[config.mk]
export PLATFORM = sky130hd
export DESIGN_NAME = proximity_threshold_third_emitter_sink_pin_regs
export DESIGN_NICKNAME = d
export VERILOG_FILES = /design/src/design/prox_regs_pkg.sv /design/src/design/threshold_compare.sv /design/src/design/proximity_threshold_third_emitter_sink_pin_regs.sv
export SDC_FILE = /design/constraint.sdc
export NUM_CORES = 1
export LEC_CHECK = 0
export BUFFER_PORTS_ARGS = -buffer_cell sky130_fd_sc_hd__buf_2
export CELL_PAD_IN_SITES_DETAIL_PLACEMENT = 1
export CELL_PAD_IN_SITES_GLOBAL_PLACEMENT = 2
export CORE_AREA = 2 2 111 102
export CTS_CLUSTER_SIZE = 25
export DETAILED_ROUTE_END_ITERATION = 10
export DIE_AREA = 0 0 113 104
export PLACE_DENSITY = 0.89
export SETUP_SLACK_MARGIN = 0.02
export SYNTH_ARGS = -nofsm -noshare
export SYNTH_HDL_FRONTEND = slang
export SYNTH_SLANG_ARGS = --single-unit
[constraint.sdc]
create_clock -name clock -period 6.7 [get_ports clock]
set_input_delay 0 -clock clock [delete_from_list [all_inputs] [get_ports clock]]
set_output_delay 0 -clock clock [all_outputs]
set_load 0.05 [all_outputs]
[src/design/prox_regs_pkg.sv]
// Notes on behaviour
// - Bits 3:0 of the third emitter register pick the third emitter sink current.
// - Drive code 0000 means no current, 0001 minimum, 1111 maximum current.
// - First threshold is 16 bits, low byte 0x11, high byte 0x12, compared autonomously.
// - Second threshold is 16 bits, low byte 0x13, compared with second-channel results.
// - Every register in this slice resets to all zeros.
// - A half-rewritten threshold may be used by a measurement already running.
// - Older sequencers read the first threshold as one compressed byte at 0x11.
// - Older sequencers read the second threshold as one compressed byte at 0x13.
package prox_regs_pkg;

  // Register offsets on the internal register port.
  localparam logic [7:0] OFS_THIRD_EMITTER_CURRENT = 8'h10;
  localparam logic [7:0] OFS_PROXIMITY1_THRESHOLD_LOW = 8'h11;
  localparam logic [7:0] OFS_PROXIMITY1_THRESHOLD_HIGH = 8'h12;
  localparam logic [7:0] OFS_PROXIMITY2_THRESHOLD_LOW = 8'h13;

  // Field layout and reset values.
  localparam int DRIVE_LSB = 0;
  localparam int DRIVE_MSB = 3;
  localparam logic [3:0] DRIVE_OFF = 4'h0;
  localparam logic [7:0] REG_RESET = 8'h00;
  localparam logic [7:0] READ_ZERO = 8'h00;

  // Compressed threshold layout: exponent in the high nibble, mantissa in the low one.
  localparam int CMP_EXP_LSB = 4;
  localparam int CMP_MAN_MSB = 3;
  localparam logic [3:0] CMP_EXP_SAT = 4'hC;
  localparam logic [15:0] CMP_SAT_VALUE = 16'hFFFF;

  // One register access from the serial bus front end.
  typedef struct packed {
    logic wr;
    logic rd;
    logic [7:0] addr;
    logic [7:0] wdata;
  } reg_req_s;

  // One finished proximity measurement.
  typedef struct packed {
    logic valid;
    logic [15:0] value;
  } prox_result_s;

  // Expands a compressed threshold byte to the 16-bit measurement scale.
  function automatic logic [15:0] expand_threshold(input logic [7:0] c);
    logic [3:0] e;
    logic [19:0] wide;
    e = c[7:CMP_EXP_LSB];
    wide = 20'({1'h1, c[CMP_MAN_MSB:0]}) << (e - 4'h1);
    if (e == 4'h0) begin
      expand_threshold = {12'h000, c[CMP_MAN_MSB:0]};
    end else if (e > CMP_EXP_SAT) begin
      expand_threshold = CMP_SAT_VALUE;
    end else begin
      expand_threshold = wide[15:0];
    end
  endfunction : expand_threshold

endpackage : prox_regs_pkg

[src/design/threshold_compare.sv]
// Compares each finished proximity result with its threshold during an autonomous run and flags a crossing.
module threshold_compare
  import prox_regs_pkg::*;
(
  // Clock and reset
  input wire logic clock,
  input wire logic nrst,
  // Threshold source
  input wire logic [15:0] threshold_word,
  input wire logic compressed_mode,
  input wire logic autonomous_run,
  // Measurement and result
  input wire prox_result_s result,
  output logic cross_q
);

  logic [15:0] limit;
  logic cross_d;

  // The live register bytes are used with no shadow copy, so a half-written
  // threshold can meet a measurement already in flight; hardware cost traded
  // for host discipline.
  assign limit = compressed_mode ? expand_threshold(threshold_word[7:0])
                                 : threshold_word;
  assign cross_d = autonomous_run && result.valid && (result.value > limit);

  // A crossing is a one-cycle pulse a cycle after the result arrives.
  always_ff @(posedge clock) begin
    if (!nrst) begin
      cross_q <= 1'h0;
    end else begin
      cross_q <= cross_d;
    end
  end

endmodule : threshold_compare

[src/design/proximity_threshold_third_emitter_sink_pin_regs.sv]
// Emitter drive and proximity threshold registers with their threshold compare.
module proximity_threshold_third_emitter_sink_pin_regs
  import prox_regs_pkg::*;
(
  // Clock and reset
  input wire logic clock,
  input wire logic nrst,
  // Register port from the serial bus front end
  input wire reg_req_s reg_req,
  output logic [7:0] reg_rdata_q,
  // Sequencer state
  input wire logic autonomous_run,
  input wire logic compressed_mode,
  input wire logic emitter_pulse,
  input wire logic [7:0] second_threshold_high,
  // Measurement results
  input wire prox_result_s proximity1_result,
  input wire prox_result_s proximity2_result,
  // Emitter drive
  output logic [3:0] third_emitter_drive_level,
  output logic third_emitter_sink_pin_en,
  // Threshold events
  output logic proximity1_cross,
  output logic proximity2_cross
);

  logic [3:0] third_emitter_drive_level_q;
  logic [7:0] proximity1_threshold_low_q;
  logic [7:0] proximity1_threshold_high_q;
  logic [7:0] proximity2_threshold_low_q;
  logic [7:0] reg_rdata_d;
  logic sel_led;
  logic sel_p1_low;
  logic sel_p1_high;
  logic sel_p2_low;
  logic [15:0] first_proximity_threshold;
  logic [15:0] second_proximity_threshold;

  // Address decode; unmapped offsets read zero and swallow writes.
  assign sel_led = reg_req.addr == OFS_THIRD_EMITTER_CURRENT;
  assign sel_p1_low = reg_req.addr == OFS_PROXIMITY1_THRESHOLD_LOW;
  assign sel_p1_high = reg_req.addr == OFS_PROXIMITY1_THRESHOLD_HIGH;
  assign sel_p2_low = reg_req.addr == OFS_PROXIMITY2_THRESHOLD_LOW;

  // Register writes; only the drive field of the emitter register is stored.
  always_ff @(posedge clock) begin
    if (!nrst) begin
      third_emitter_drive_level_q <= REG_RESET[DRIVE_MSB:DRIVE_LSB];
      proximity1_threshold_low_q <= REG_RESET;
      proximity1_threshold_high_q <= REG_RESET;
      proximity2_threshold_low_q <= REG_RESET;
    end else if (reg_req.wr) begin
      if (sel_led) begin
        third_emitter_drive_level_q <= reg_req.wdata[DRIVE_MSB:DRIVE_LSB];
      end
      if (sel_p1_low) begin
        proximity1_threshold_low_q <= reg_req.wdata;
      end
      if (sel_p1_high) begin
        proximity1_threshold_high_q <= reg_req.wdata;
      end
      if (sel_p2_low) begin
        proximity2_threshold_low_q <= reg_req.wdata;
      end
    end
  end

  // Read mux; the reserved nibble above the drive field always reads zero.
  always_comb begin
    reg_rdata_d = READ_ZERO;
    if (sel_led) begin
      reg_rdata_d = {4'h0, third_emitter_drive_level_q};
    end else if (sel_p1_low) begin
      reg_rdata_d = proximity1_threshold_low_q;
    end else if (sel_p1_high) begin
      reg_rdata_d = proximity1_threshold_high_q;
    end else if (sel_p2_low) begin
      reg_rdata_d = proximity2_threshold_low_q;
    end
  end

  // Read data is registered so the bus front end sees a steady byte.
  always_ff @(posedge clock) begin
    if (!nrst) begin
      reg_rdata_q <= REG_RESET;
    end else if (reg_req.rd) begin
      reg_rdata_q <= reg_rdata_d;
    end
  end

  // Drive code goes straight to the driver; code zero keeps the sink off
  // even while the sequencer is pulsing.
  assign third_emitter_drive_level = third_emitter_drive_level_q;
  assign third_emitter_sink_pin_en = emitter_pulse && (third_emitter_drive_level_q != DRIVE_OFF);

  // Threshold words; the second high byte lives outside this slice.
  assign first_proximity_threshold = {proximity1_threshold_high_q, proximity1_threshold_low_q};
  assign second_proximity_threshold = {second_threshold_high, proximity2_threshold_low_q};

  // First channel compare.
  threshold_compare first_cmp (
    .clock(clock),
    .nrst(nrst),
    .threshold_word(first_proximity_threshold),
    .compressed_mode(compressed_mode),
    .autonomous_run(autonomous_run),
    .result(proximity1_result),
    .cross_q(proximity1_cross)
  );

  // Second channel compare.
  threshold_compare second_cmp (
    .clock(clock),
    .nrst(nrst),
    .threshold_word(second_proximity_threshold),
    .compressed_mode(compressed_mode),
    .autonomous_run(autonomous_run),
    .result(proximity2_result),
    .cross_q(proximity2_cross)
  );

endmodule : proximity_threshold_third_emitter_sink_pin_regs

; ---- Yosys cells after proc, flatten, opt, wreduce, memory -nomap -nowiden
; Index checks and enable logic that the tools add are counted.
[op_classes]
eq_ne = 4
addsub = 2
n_reduce_logical = 12
mux = 10
magnitude_cmp = 4
shifts = 2
[ops]
columns = cell, n
row1 = $mux W16, 6
row2 = $eq A8 B5 Y1 const B, 4
row3 = $gt A16 B16 Y1, 2
row4 = $mux W8, 4
row5 = $shl A5 B4 Y16, 2
row6 = $gt A4 B4 Y1 const B, 2
row7 = $logic_not A4 Y1, 2
row8 = $reduce_and A2 Y1, 4
row9 = $sub A4 B1 Y4 const B, 2
row10 = $logic_and A1 B1 Y1, 5
row11 = $reduce_bool A4 Y1, 1
[totals]
out_inout_bits = 15
wordCells = 41
reg_bits = 38
input_bits = 65

; ---- Longest topological paths before layout
; Gate-level depths: netlist (run 1).
[logic_depth]
word_depth = 7
mapped_depth = 16
depth_no_buf = 14

; ---- By module
; A second synthesis (run 1) with hierarchy kept.
[unflattened]
cells_unflattened = 415
hier_area_um2 = 3429.5
[by_module_without_submodules]
columns = module, cells_each, instances, seq_area_each_um2, area_per_inst_um2
row1 = proximity_threshold_third_emitter_sink_pin_regs, 144, 1, 720.7, 1530.2
row2 = threshold_compare at first_cmp, 135, 1, 20.0, 950.9
row3 = threshold_compare at second_cmp, 136, 1, 20.0, 948.4

; ---- Worst setup path after synthesis (run 1)
; No wires, ideal clock.
[synth_timing]
kind = reg-to-reg
startpoint = register proximity1_threshold_low_q[4]
endpoint = register first_cmp.cross_q
t_arrival_ns = 3.114
path_stages_with_launch = 16
required_time_ns = 6.575
period_less_slack_ns = 3.239
setup_ns = 0.125
path_buffers = 3
path_slack_ns = 3.461
path_cell_list = dfxtp_1 clkbuf_1 inv_1 ha_1 ha_1 clkbuf_1 clkbuf_1 nand3b_1 o211ai_1 o21ai_0 ha_1 nor2b_1 o211ai_1 a21oi_1 o31ai_1 a21oi_1
[synth_via]
elab_chain_len = 7
elab_cells_between_ends = 9
cone_classes = add/sub: 1 / order compare: 2 / shift: 1 / mux: 3 / reduce/logical: 2
[synth_rtl]
columns = element, line
row1 = "start, declared", proximity_threshold_third_emitter_sink_pin_regs.sv:28  ; logic [7:0] proximity1_threshold_low_q;
row2 = "start signal, assigned", proximity_threshold_third_emitter_sink_pin_regs.sv:57  ; proximity1_threshold_low_q <= reg_req.wdata;
row3 = $sub A4 B1 Y4, prox_regs_pkg.sv:50  ; wide = 20'({1'h1, c[CMP_MAN_MSB:0]}) << (e - 4'h1);
row4 = $shl A5 B4 Y16, prox_regs_pkg.sv:50
row5 = $mux W16, prox_regs_pkg.sv:53  ; end else if (e > CMP_EXP_SAT) begin
row6 = $mux W16, prox_regs_pkg.sv:51  ; if (e == 4'h0) begin
row7 = $mux W16 *, threshold_compare.sv:23  ; assign limit = compressed_mode ? expand_threshold(threshold_word[7:0])
row8 = $gt A16 B16 Y1 *, threshold_compare.sv:25  ; assign cross_d = autonomous_run && result.valid && (result.value > limit);
row9 = $logic_and A1 B1 Y1 *, threshold_compare.sv:25
row10 = "end signal, assigned", threshold_compare.sv:32  ; cross_q <= cross_d;
row11 = "end, declared", threshold_compare.sv:14  ; output logic cross_q
; Every way passes the cells marked *; elsewhere a longest branch is shown, timed or not.
; A chain may end at the register's enable or synchronous reset.

; ---- Final worst setup path (run 1)
; Same ends and word-level chain as after synthesis.

==> results of run 1 <==
-- sequential cells by signal (all words and copies together) (netlist names) --
signal and count:
first_cmp.cross_q 1, proximity1_threshold_high_q 8, proximity1_threshold_low_q 8, proximity2_threshold_low_q 8, reg_rdata_q 8, second_cmp.cross_q 1, third_emitter_drive_level 4
-- worst max path at each step --
stage	cells after the start	slack [ns]	from	end
6_report	15	2.49	proximity1_threshold_low_q[4]	first_cmp.cross_q
5_1_grt	15	1.96	proximity1_threshold_low_q[4]	first_cmp.cross_q
4_1_cts	15	2.52	proximity1_threshold_low_q[4]	first_cmp.cross_q
3_3_place_gp	13	3.17	proximity1_threshold_low_q[4]	first_cmp.cross_q
2_1_floorplan	15	3.46	proximity1_threshold_low_q[4]	first_cmp.cross_q
3_5_place_dp	13	2.90	proximity1_threshold_low_q[4]	first_cmp.cross_q
-- repair_timing --
item                                   4_1_cts  5_1_grt
hold buffers                                 6        0
endpoints found under the hold margin        4        0
buffers inserted                             0        0
-- cell type report --
type,instances,area share [%]
sequential,38,18.13
timing repair buffer,85,10.86
clock buffer,5,2.982
multi-input combinational,355,61.59
inverter,17,1.521
tap,133,3.967
clock inverter,3,0.9544
-- cells in the final DEF (no fill, tap or decap), types with 6 or more instances in the layout --
cell,Yosys,layout
buf_2,2,79
nand2_1,41,41
dfxtp_1,38,38
ha_1,36,36
o21ai_0,28,28
mux2i_1,28,28
a21oi_1,26,26
nand3_1,23,23
nor2_1,20,20
nor2b_1,19,19
inv_1,16,16
nand4_1,11,11
a221oi_1,10,10
o22ai_1,9,9
a22oi_1,9,9
nand3b_1,8,8
o211ai_1,7,7
a21boi_0,7,7
nand2b_1,6,6
dlygate4sd3_1,0,6
-- worst register-to-register path, cell delays in order, from the launching register on --
cell           delay (ns)
dfxtp_1              0.64
inv_1                0.21
ha_1                 0.35
ha_1                 0.63
nand2b_1             0.20
o22ai_1              0.09
a21oi_1              0.27
o21ai_0              0.12
a211oi_1             0.28
ha_1                 0.31
nand4_1              0.13
nor2_1               0.06
nand2_1              0.07
nand4_1              0.09
dlygate4sd3_1        0.59
a21oi_1              0.11
-- power breakdown --
group / total, W / leakage (nW) / internal (W) / switching, W
clock: 0.000277 / 0.0836 / 0.000175 / 0.000103
sequential: 0.000227 / 0.306 / 0.000226 / 0.000000548
combinational: 0.0000778 / 1.26 / 0.0000351 / 0.0000428
total: 0.000582 / 1.65 / 0.000436 / 0.000146
-- cell families (layout without fill, tap and decap cells) --
kind of cell	after synthesis	in the layout	synth area share (%)
multiplexers	37	37	12.40
AO/OA/AOI/OAI	123	123	22.71
adder cells (fa/ha/maj)	36	36	12.75
buffers and inverters	43	110	5.313
flip-flops	38	38	21.54
XOR/XNOR	4	4	0.9918
AND/OR/NAND/NOR	155	155	24.30
-- per-layer routing --
metal / wire (µm) / vias up
met2: 5827 / 64
li1: - / 1775
met4: 242 / 0
met5: 0 / -
met3: 344 / 20
met1: 5289 / 1764
-- per-stage QoR --
stage,cells,power [W],hold slack (ns),utilization [%],worst slack (ns)
finish,636,0.0005820,0.01446,39.47,2.486
global route,636,0.0006037,0.01502,39.47,1.961
global placement,622,0.0003041,0.2537,37.35,3.168
CTS,636,0.0005871,0.01316,39.47,2.525
detailed placement,622,0.0003080,0.2604,37.35,2.899
floorplan,436,0.0002731,0.1210,-,3.461
==> flow_metrics.tcl, run 1 <==
set metrics [dict create \
    outcome "finished, violations left" \
    failed_checks "DRC" \
    cts_buffer_depth 2 \
    detail-route-antenna-nets 0 \
    drtIter0Drc 169 \
    drive_above_1_share_pct 21.47 \
    power_leakage_nw 1.648 \
    seqCellArea_um2 760.7 \
    grt_start_max_net_pins 51 \
    synth.cell_area_um2 3532 \
    wirelength_um 11700 \
    drc 4 \
    synth_enable_flop_cells 0 \
    synthMostInstantiatedCell "nand2_1" \
    crit_path_top_delay_cell "dfxtp_1" \
    postPlaceCellArea_um2 3970 \
    grt.busiest_layer "met2" \
    die-height_um 104 \
    antenna_cells 0 \
    drt_first_pass_iters 7 \
    cts-root-buf "clkbuf_16" \
    post-route-cell-area_um2 4195 \
    fp.coreArea_um2 10630 \
    vias 3623 \
    rsz0062_at_grt "false" \
    dieWidth_um 113 \
    final.setup.tns_ns 0 \
    timing.final.crit_share_pct 62.89 \
    post_synth_num_cell_types 49 \
    gp_congestion 0.8829 \
    port_buffers 79 \
    avgRoutedWirePerCell_um 18.40 \
    mappedNetlistNets 537 \
    worstHoldPathCells 3 \
    critical_path.cell_chain "inv_1 -> ha_1 -> ha_1 -> nand2b_1 -> o22ai_1 -> a21oi_1 -> o21ai_0 -> a211oi_1 -> ha_1 -> nand4_1 -> nor2_1 -> nand2_1 -> nand4_1 -> dlygate4sd3_1 -> a21oi_1" \
    pwr_density_cell_nw_per_um2 138.7 \
    r2r_cells 15 \
    reg2reg_to "first_cmp.cross_q" \
    cap_violations 0 \
    peakVddDrop_v 0.00007923 \
    synth_seq_area_share_pct 21.54 \
    cp_max_fo 18 \
    clock_latency_ns 0.28 \
    cpLargestDelayFamily "adder cells" \
    rows 36 \
    worstSetupEndpointType "flop" \
    finish.net_count 603 \
    path_class "flop to flop" \
    globalRoute.totalOverflow 0 \
    synth-warning-count 0 \
    arrival_ns 4.43 \
    area_growth_syn_to_layout_pct 18.77 \
    wire_length_of_the_first_global_routing_pass_um 19780 \
    initial_core_utilization_pct 33.23 \
    tightest_slew_margin_relative_to_the_limit_pct 44.78 \
    ios 80 \
    r2r-start "proximity1_threshold_low_q[4]" \
    area_of_the_multi_input_gates_um2 2584 \
    crit_top_cell "ha_1" \
    async_flop_share_pct 0 \
    post_cts_resized 0 \
    total_cts_buffers 5 \
    grt_antenna_before_repair 0 \
    nFillCells 1317 \
    worst_hold_startpoint "reg_req[3]" \
    clock_sink_count 38 \
    synth.avg_cell_area_um2 8.101 \
    ys_top_cells_by_count "nand2_1, dfxtp_1, ha_1" \
    globalRouteMet3Util_pct 2.622 \
    synth_ff_type "dfxtp_1" \
    grt.met1_usage_pct 26.05 \
    clock_tree_from_tritoncts "yes" \
    synth.area.top_cells "dfxtp_1, ha_1, mux2i_1" \
    final-hold-violation-count 0 \
    drt_via_density 5.697 \
    timing.critical_path.required_ns 6.92 \
    yosys_register_bits 38 \
    number_of_instances_in_the_synthesized_netlist 436 \
    critPathBufInv 2 \
    grt_usage_pct 20.59 \
    timing.hold.worst_endpoint "third_emitter_drive_level[3]" \
    timing_max_transition_violations_final 0 \
    clkSlewWorstSetupHoldPaths_ns 0.06 \
    setup_viol 0 \
    fp.dieArea_um2 11750 \
    cp_peak_stage_delay_ns 0.64 \
    detailedPlacementHpwl_um 9136 \
    clock_tree.htree_level_count 2 \
    synthDominantCellAreaShare_pct 21.54 \
    worst_pin_slew_ns 0.8283 \
    setup.reg_to_reg.worst_slack_ns 2.49 \
    first_global_vias 3878 \
    maximum_frequency_from_static_timing_analysis_mhz 237.3 \
    met2_usage_pct 36.53 \
    min_path_type "input port to flop" \
    synth_area_leader_cell "dfxtp_1" \
    critPathLaunchType "flop" \
    skew_ns 0.007128 \
    finalCriticalPeriod_ns 4.214 \
]
Note: power is estimated with default switching activity, not from simulation.
==> run 2, diff against run 1 <==
--- a/config.mk
+++ b/config.mk
@@ -8,11 +8,11 @@
 export BUFFER_PORTS_ARGS = -buffer_cell sky130_fd_sc_hd__buf_2
 export CELL_PAD_IN_SITES_DETAIL_PLACEMENT = 1
 export CELL_PAD_IN_SITES_GLOBAL_PLACEMENT = 2
-export CORE_AREA = 2 2 111 102
+export CORE_AREA = 2 2 114 105
 export CTS_CLUSTER_SIZE = 25
 export DETAILED_ROUTE_END_ITERATION = 10
-export DIE_AREA = 0 0 113 104
-export PLACE_DENSITY = 0.89
+export DIE_AREA = 0 0 116 107
+export PLACE_DENSITY = 0.84
 export SETUP_SLACK_MARGIN = 0.02
 export SYNTH_ARGS = -nofsm -noshare
 export SYNTH_HDL_FRONTEND = slang
==> constraint.sdc (replaced) <==
create_clock -name clock -period 4.2 [get_ports clock]
set_input_delay 0 -clock clock [delete_from_list [all_inputs] [get_ports clock]]
set_output_delay 0 -clock clock [all_outputs]
set_load 0.05 [all_outputs]
==> run 2 against run 1 <==
  * The run now ends clean
  * Register-to-register slack worse by 2.0 ns
  * Combinational power up 62%
  * Sequential cell count unchanged
  * Wire length up 2.2%
  * Via count up 1.2%
  * Power up 71%
==> flow_metrics.tcl, run 2 (same netlist as run 1, synthesis figures left out) <==
set metrics [dict create \
    clock_latency_ns 0.29 \
    tightest_slew_margin_relative_to_the_limit_pct 43.91 \
    drc 0 \
    p_clk_share_pct 50.9 \
    met2_usage_pct 34.63 \
    seq_power_share_pct 36.4 \
    worst_pin_slew_ns 0.8354 \
    area_growth_syn_to_layout_pct 21.79 \
    power_report.internal_total_w 0.0007607 \
    grt_antenna_before_repair 0 \
    timing.critical_path.required_ns 4.43 \
    peakVddDrop_v 0.0001434 \
    vias 3665 \
    fp.coreArea_um2 11200 \
    min_path_type "input port to flop" \
    die-height_um 107 \
    cap_violations 0 \
    pwr_density_cell_nw_per_um2 231.0 \
    first_global_vias 3824 \
    worstSetupEndpointType "flop" \
    drtIter0Drc 146 \
    clkSlewWorstSetupHoldPaths_ns 0.06 \
    cts_setup_buffers 0 \
    power.switching_w 0.0002329 \
    port_buffers 79 \
    fp.dieArea_um2 12410 \
    area_of_the_multi_input_gates_um2 2596 \
    timing_max_transition_violations_final 0 \
    grt_usage_pct 19.96 \
    detailedPlacementHpwl_um 9239 \
    finish.net_count 607 \
    drive_above_1_share_pct 22.09 \
    finalCriticalPeriod_ns 3.724 \
    cts_buffer_depth 2 \
    drt_via_density 5.528 \
    grt_start_max_net_pins 51 \
    ios 80 \
    comb_power_share_pct 12.7 \
    globalRoute.totalOverflow 0 \
    grt.met1_usage_pct 25.46 \
    critPathLaunchType "flop" \
    detail-route-antenna-nets 0 \
    wirelength_um 11960 \
    maximum_frequency_from_static_timing_analysis_mhz 268.5 \
    layout.cells.most_common_list "buf_2, nand2_1, dfxtp_1" \
    path_class "flop to flop" \
    grt.busiest_layer "met2" \
    rows 37 \
    seqCellArea_um2 762.0 \
    wire_length_of_the_first_global_routing_pass_um 19560 \
    setup_viol 0 \
    gp_congestion 0.8565 \
    initial_core_utilization_pct 31.53 \
    total_cts_buffers 5 \
    final_common_cell "buf_2" \
    final_layout_worst_hold_slack_ns 0.01551 \
    final.setup.tns_ns 0 \
    clock_sink_count 38 \
    clock_tree.htree_level_count 2 \
    clock_tree_from_tritoncts "yes" \
    timing.final.crit_share_pct 88.68 \
    cts-root-buf "clkbuf_16" \
    final-hold-violation-count 0 \
    globalRouteMet3Util_pct 3.222 \
    outcome "completed" \
    arrival_ns 3.95 \
    avgRoutedWirePerCell_um 18.05 \
    antenna_cells 0 \
    dieWidth_um 116 \
    skew_ns 0.009080 \
    drt_first_pass_iters 4 \
    nFillCells 1420 \
    power_leakage_nw 1.679 \
    swShare_pct 23.44 \
    rsz0062_at_grt "false" \
    layout.core_utilization_pct 38.40 \
    cp_max_fo 14 \
]
## run 2: changes by cell type in the layout (fill, tap and decap cells not counted), sizes merged
cell / previous run / this run
buf: 79 / 81
bufinv: 1 / 2
clkinv: 3 / 2
dlygate4sd3: 6 / 8
## run 2: area by class of cell
| cell class | count | area share, % |
|---|---|---|
| inverters | 17 | 1.483 |
| clock buffers | 5 | 2.909 |
| flip-flops and latches | 38 | 17.71 |
| repair buffers | 89 | 11.40 |
| clock inverters | 3 | 1.600 |
| multi-input cells | 355 | 60.35 |
| well taps | 156 | 4.538 |
## run 2: path summary, 6_finish.rpt
check | from | endpoint | slack [ns] | depth (start not counted)
setup / recovery | proximity1_threshold_low_q[4] | first_cmp.cross_q | 0.48 | 14
hold / removal | reg_req[4] | proximity1_threshold_low_q[4] | 0.02 | 3
setup reg to reg | proximity1_threshold_low_q[4] | first_cmp.cross_q | 0.48 | 14
hold reg to reg | reg_rdata_q[2] | reg_rdata_q[2] | 0.48 | 2
## run 2: repair_timing
action,CTS,global route
endpoints found under the setup margin,0,1
gates resized for setup,0,3
endpoints found under the hold margin,5,1
hold buffers,7,1
## run 2: stage by stage
step | area (µm²) | setup slack [ns] | instances | power [W]
after global routing | 4302 | 0.05348 | 663 | 0.001035
after global placement | 4014 | 0.6381 | 647 | 0.0004865
after CTS | 4278 | 0.06546 | 662 | 0.001006
after detailed placement | 4014 | 0.4967 | 647 | 0.0004913
after floorplan | 3532 | 0.9608 | 436 | 0.0004357
final | 4302 | 0.4755 | 663 | 0.0009936
## run 2: power by group through the flow
stage                     Combinational, W  Sequential, W  Clock (W)
final                             0.000126       0.000362   0.000505
after global routing              0.000142       0.000362   0.000531
after CTS                         0.000127       0.000362   0.000517
after detailed placement          0.000121       0.000370          0
after global placement            0.000116       0.000370          0
after floorplan                  0.0000630       0.000373          0
## run 2: worst max-delay path: stages (launching register included)
cell and delay, ns:
dfxtp_2 0.50, inv_1 0.18, ha_1 0.58, mux4_2 0.41, mux2_2 0.31, nand3_1 0.09
o21ai_0 0.10, a22oi_1 0.20, ha_1 0.28, nand4_1 0.10, nor2_1 0.06, nand2_1 0.06
nand4_1 0.08, dlygate4sd3_1 0.59, a21oi_1 0.10
## run 2: per-layer routing
| metal | up-vias | part of all wire (%) |
|---|---|---|
| met5 | - | 0 |
| met2 | 91 | 50 |
| met3 | 18 | 4.6 |
| met4 | 0 | 2.2 |
| met1 | 1776 | 44 |
| li1 | 1780 | - |
==> run 3, diff against run 2 <==
--- a/config.mk
+++ b/config.mk
@@ -5,14 +5,15 @@
 export SDC_FILE = /design/constraint.sdc
 export NUM_CORES = 1
 export LEC_CHECK = 0
-export BUFFER_PORTS_ARGS = -buffer_cell sky130_fd_sc_hd__buf_2
+export BUFFER_PORTS_ARGS = -buffer_cell sky130_fd_sc_hd__buf_4
 export CELL_PAD_IN_SITES_DETAIL_PLACEMENT = 1
 export CELL_PAD_IN_SITES_GLOBAL_PLACEMENT = 2
-export CORE_AREA = 2 2 114 105
+export CORE_AREA = 2 2 129 93
+export CTS_BUF_LIST = sky130_fd_sc_hd__clkbuf_8 sky130_fd_sc_hd__clkbuf_16
 export CTS_CLUSTER_SIZE = 25
 export DETAILED_ROUTE_END_ITERATION = 10
-export DIE_AREA = 0 0 116 107
-export PLACE_DENSITY = 0.84
+export DIE_AREA = 0 0 131 95
+export PLACE_DENSITY = 0.85
 export SETUP_SLACK_MARGIN = 0.02
 export SYNTH_ARGS = -nofsm -noshare
 export SYNTH_HDL_FRONTEND = slang
==> run 3 against run 2 <==
  * Sequential cell count is the same
  * Clock-buffer cell count up 1
  * First-iteration DRC count rose by 72%
  * Wire length up 2.0%
  * Clock skew down 0.0051 ns
==> flow_metrics.tcl, run 3 (same netlist as run 1, synthesis figures left out) <==
set metrics [dict create \
    outcome "completed" \
    timing.final.crit_share_pct 90.24 \
    antenna_cells 0 \
    cts-root-buf "clkbuf_16" \
    layout.cells.most_common_list "buf_4, nand2_1, dfxtp_1" \
    ios 80 \
    globalRoute.totalOverflow 0 \
    area_of_the_multi_input_gates_um2 2586 \
    drt_first_pass_iters 4 \
    drc 0 \
    setup_viol 0 \
    power_report.internal_total_w 0.0007308 \
    gp_congestion 0.8936 \
    final_common_cell "buf_4" \
    die-height_um 95 \
    cts_buffer_depth 2 \
    pwr_density_cell_nw_per_um2 212.8 \
    seq_power_share_pct 38.0 \
    nFillCells 1366 \
    dieWidth_um 131 \
    cts_setup_buffers 0 \
    power.switching_w 0.0002228 \
    area_growth_syn_to_layout_pct 26.89 \
    path_class "flop to flop" \
    grt_start_max_net_pins 51 \
    p_clk_share_pct 46.6 \
    worstSetupEndpointType "flop" \
    avgRoutedWirePerCell_um 18.34 \
    final-hold-violation-count 0 \
    finish.net_count 609 \
    clkSlewWorstSetupHoldPaths_ns 0.06 \
    tightest_slew_margin_relative_to_the_limit_pct 43.40 \
    total_cts_buffers 5 \
    maximum_frequency_from_static_timing_analysis_mhz 263.9 \
    critPathLaunchType "flop" \
    drtIter0Drc 251 \
    power_leakage_nw 1.730 \
    wirelength_um 12200 \
    swShare_pct 23.36 \
    clock_tree.htree_level_count 2 \
    rsz0062_at_grt "false" \
    detailedPlacementHpwl_um 9627 \
    min_path_type "input port to flop" \
    wire_length_of_the_first_global_routing_pass_um 19480 \
    port_buffers 79 \
    grt_usage_pct 20.23 \
    clock_tree_from_tritoncts "yes" \
    skew_ns 0.003944 \
    arrival_ns 3.95 \
    vias 3670 \
    worst_pin_slew_ns 0.8429 \
    comb_power_share_pct 15.4 \
    rows 33 \
    first_global_vias 3723 \
    drt_via_density 5.519 \
    peakVddDrop_v 0.0001635 \
    cap_violations 0 \
    fp.coreArea_um2 11350 \
    clock_sink_count 38 \
    post-layout-total-power_w 0.0009536 \
    fp.dieArea_um2 12450 \
    drive_above_1_share_pct 21.85 \
    timing_max_transition_violations_final 0 \
    initial_core_utilization_pct 31.11 \
    timing.critical_path.required_ns 4.36 \
    clock_latency_ns 0.28 \
    grt_antenna_before_repair 0 \
    cp_max_fo 17 \
    final.setup.tns_ns 0 \
    seqCellArea_um2 760.7 \
    detail-route-antenna-nets 0 \
    finalCriticalPeriod_ns 3.790 \
]
==> run 3: cell types whose count changed in the layout (fill, tap and decap cells not counted), sizes merged <==
cell and change:
bufinv -1, buf +1, clkbuf +1, dlygate4sd3 +1
clkinv -1
==> run 3: per-layer routing <==
metal | GRT usage, % | wire, µm | vias up | part of all wire, %
li1 | - | - | 1781 | -
met1 | 29.20 | 6030 | 1809 | 49
met2 | 32.51 | 5460 | 74 | 45
met3 | 2.890 | 642 | 6 | 5.3
met4 | 3.103 | 65 | 0 | 0.53
met5 | 0 | 0 | - | 0
==> run 3: area by class of cell <==
type / count / share of cell area, %
clock buffer: 6 / 3.099
inverter: 17 / 1.424
clock inverter: 1 / 0.6700
timing repair buffer: 91 / 15.75
tap: 157 / 4.383
sequential: 38 / 16.97
multi-input combinational: 355 / 57.71
==> run 3: path summary, 6_finish.rpt <==
| check | start | endpoint | slack (ns) | cells past startpoint |
|---|---|---|---|---|
| setup / recovery | proximity2_threshold_low_q[5] | second_cmp.cross_q | 0.41 | 15 |
| hold / removal | reg_req[0] | proximity1_threshold_low_q[0] | 0.009 | 3 |
| hold reg to reg | reg_rdata_q[0] | reg_rdata_q[0] | 0.48 | 2 |
| setup reg to reg | proximity2_threshold_low_q[5] | second_cmp.cross_q | 0.41 | 15 |
==> run 3: power groups by stage <==
stage / Combinational, W / Clock [W] / Sequential [W]
after CTS: 0.000147 / 0.000453 / 0.000362
final: 0.000147 / 0.000445 / 0.000362
after global routing: 0.000163 / 0.000468 / 0.000362
after global placement: 0.000134 / 0 / 0.000370
after floorplan: 0.0000630 / 0 / 0.000373
after detailed placement: 0.000140 / 0 / 0.000370
==> run 3: repair_timing <==
action,CTS,global route
endpoints found under the setup margin,0,1
hold endpoints to repair,9,0
gates resized for setup,0,1
hold buffers,9,0
==> run 3: worst max-delay path, stage by stage (launching register included) <==
cell and delay [ns]:
dfxtp_1 0.43, inv_1 0.07, ha_1 0.26, ha_1 0.61, o21ai_0 0.15, a21oi_1 0.15, nor2_1 0.10, a2111oi_0 0.39
nor3_1 0.14, ha_1 0.34, nand4_1 0.11, nor2_1 0.15, nand2_1 0.08, nand4_1 0.09, dlygate4sd3_1 0.56, a21oi_1 0.04
==> run 3: metrics by stage <==
stage          cells  cell area, µm²  setup WS [ns]  utilization (%)  hold slack, ns
3_5_place_dp     649            4220         0.4015            37.17          0.2503
5_1_grt          665            4482        0.04007            39.47         0.01085
3_3_place_gp     649            4220         0.5859            37.17          0.2497
6_report         665            4482         0.4100            39.47        0.008712
2_1_floorplan    436            3532         0.9608                -          0.1210
4_1_cts          665            4479         0.3746            39.45       0.0009575
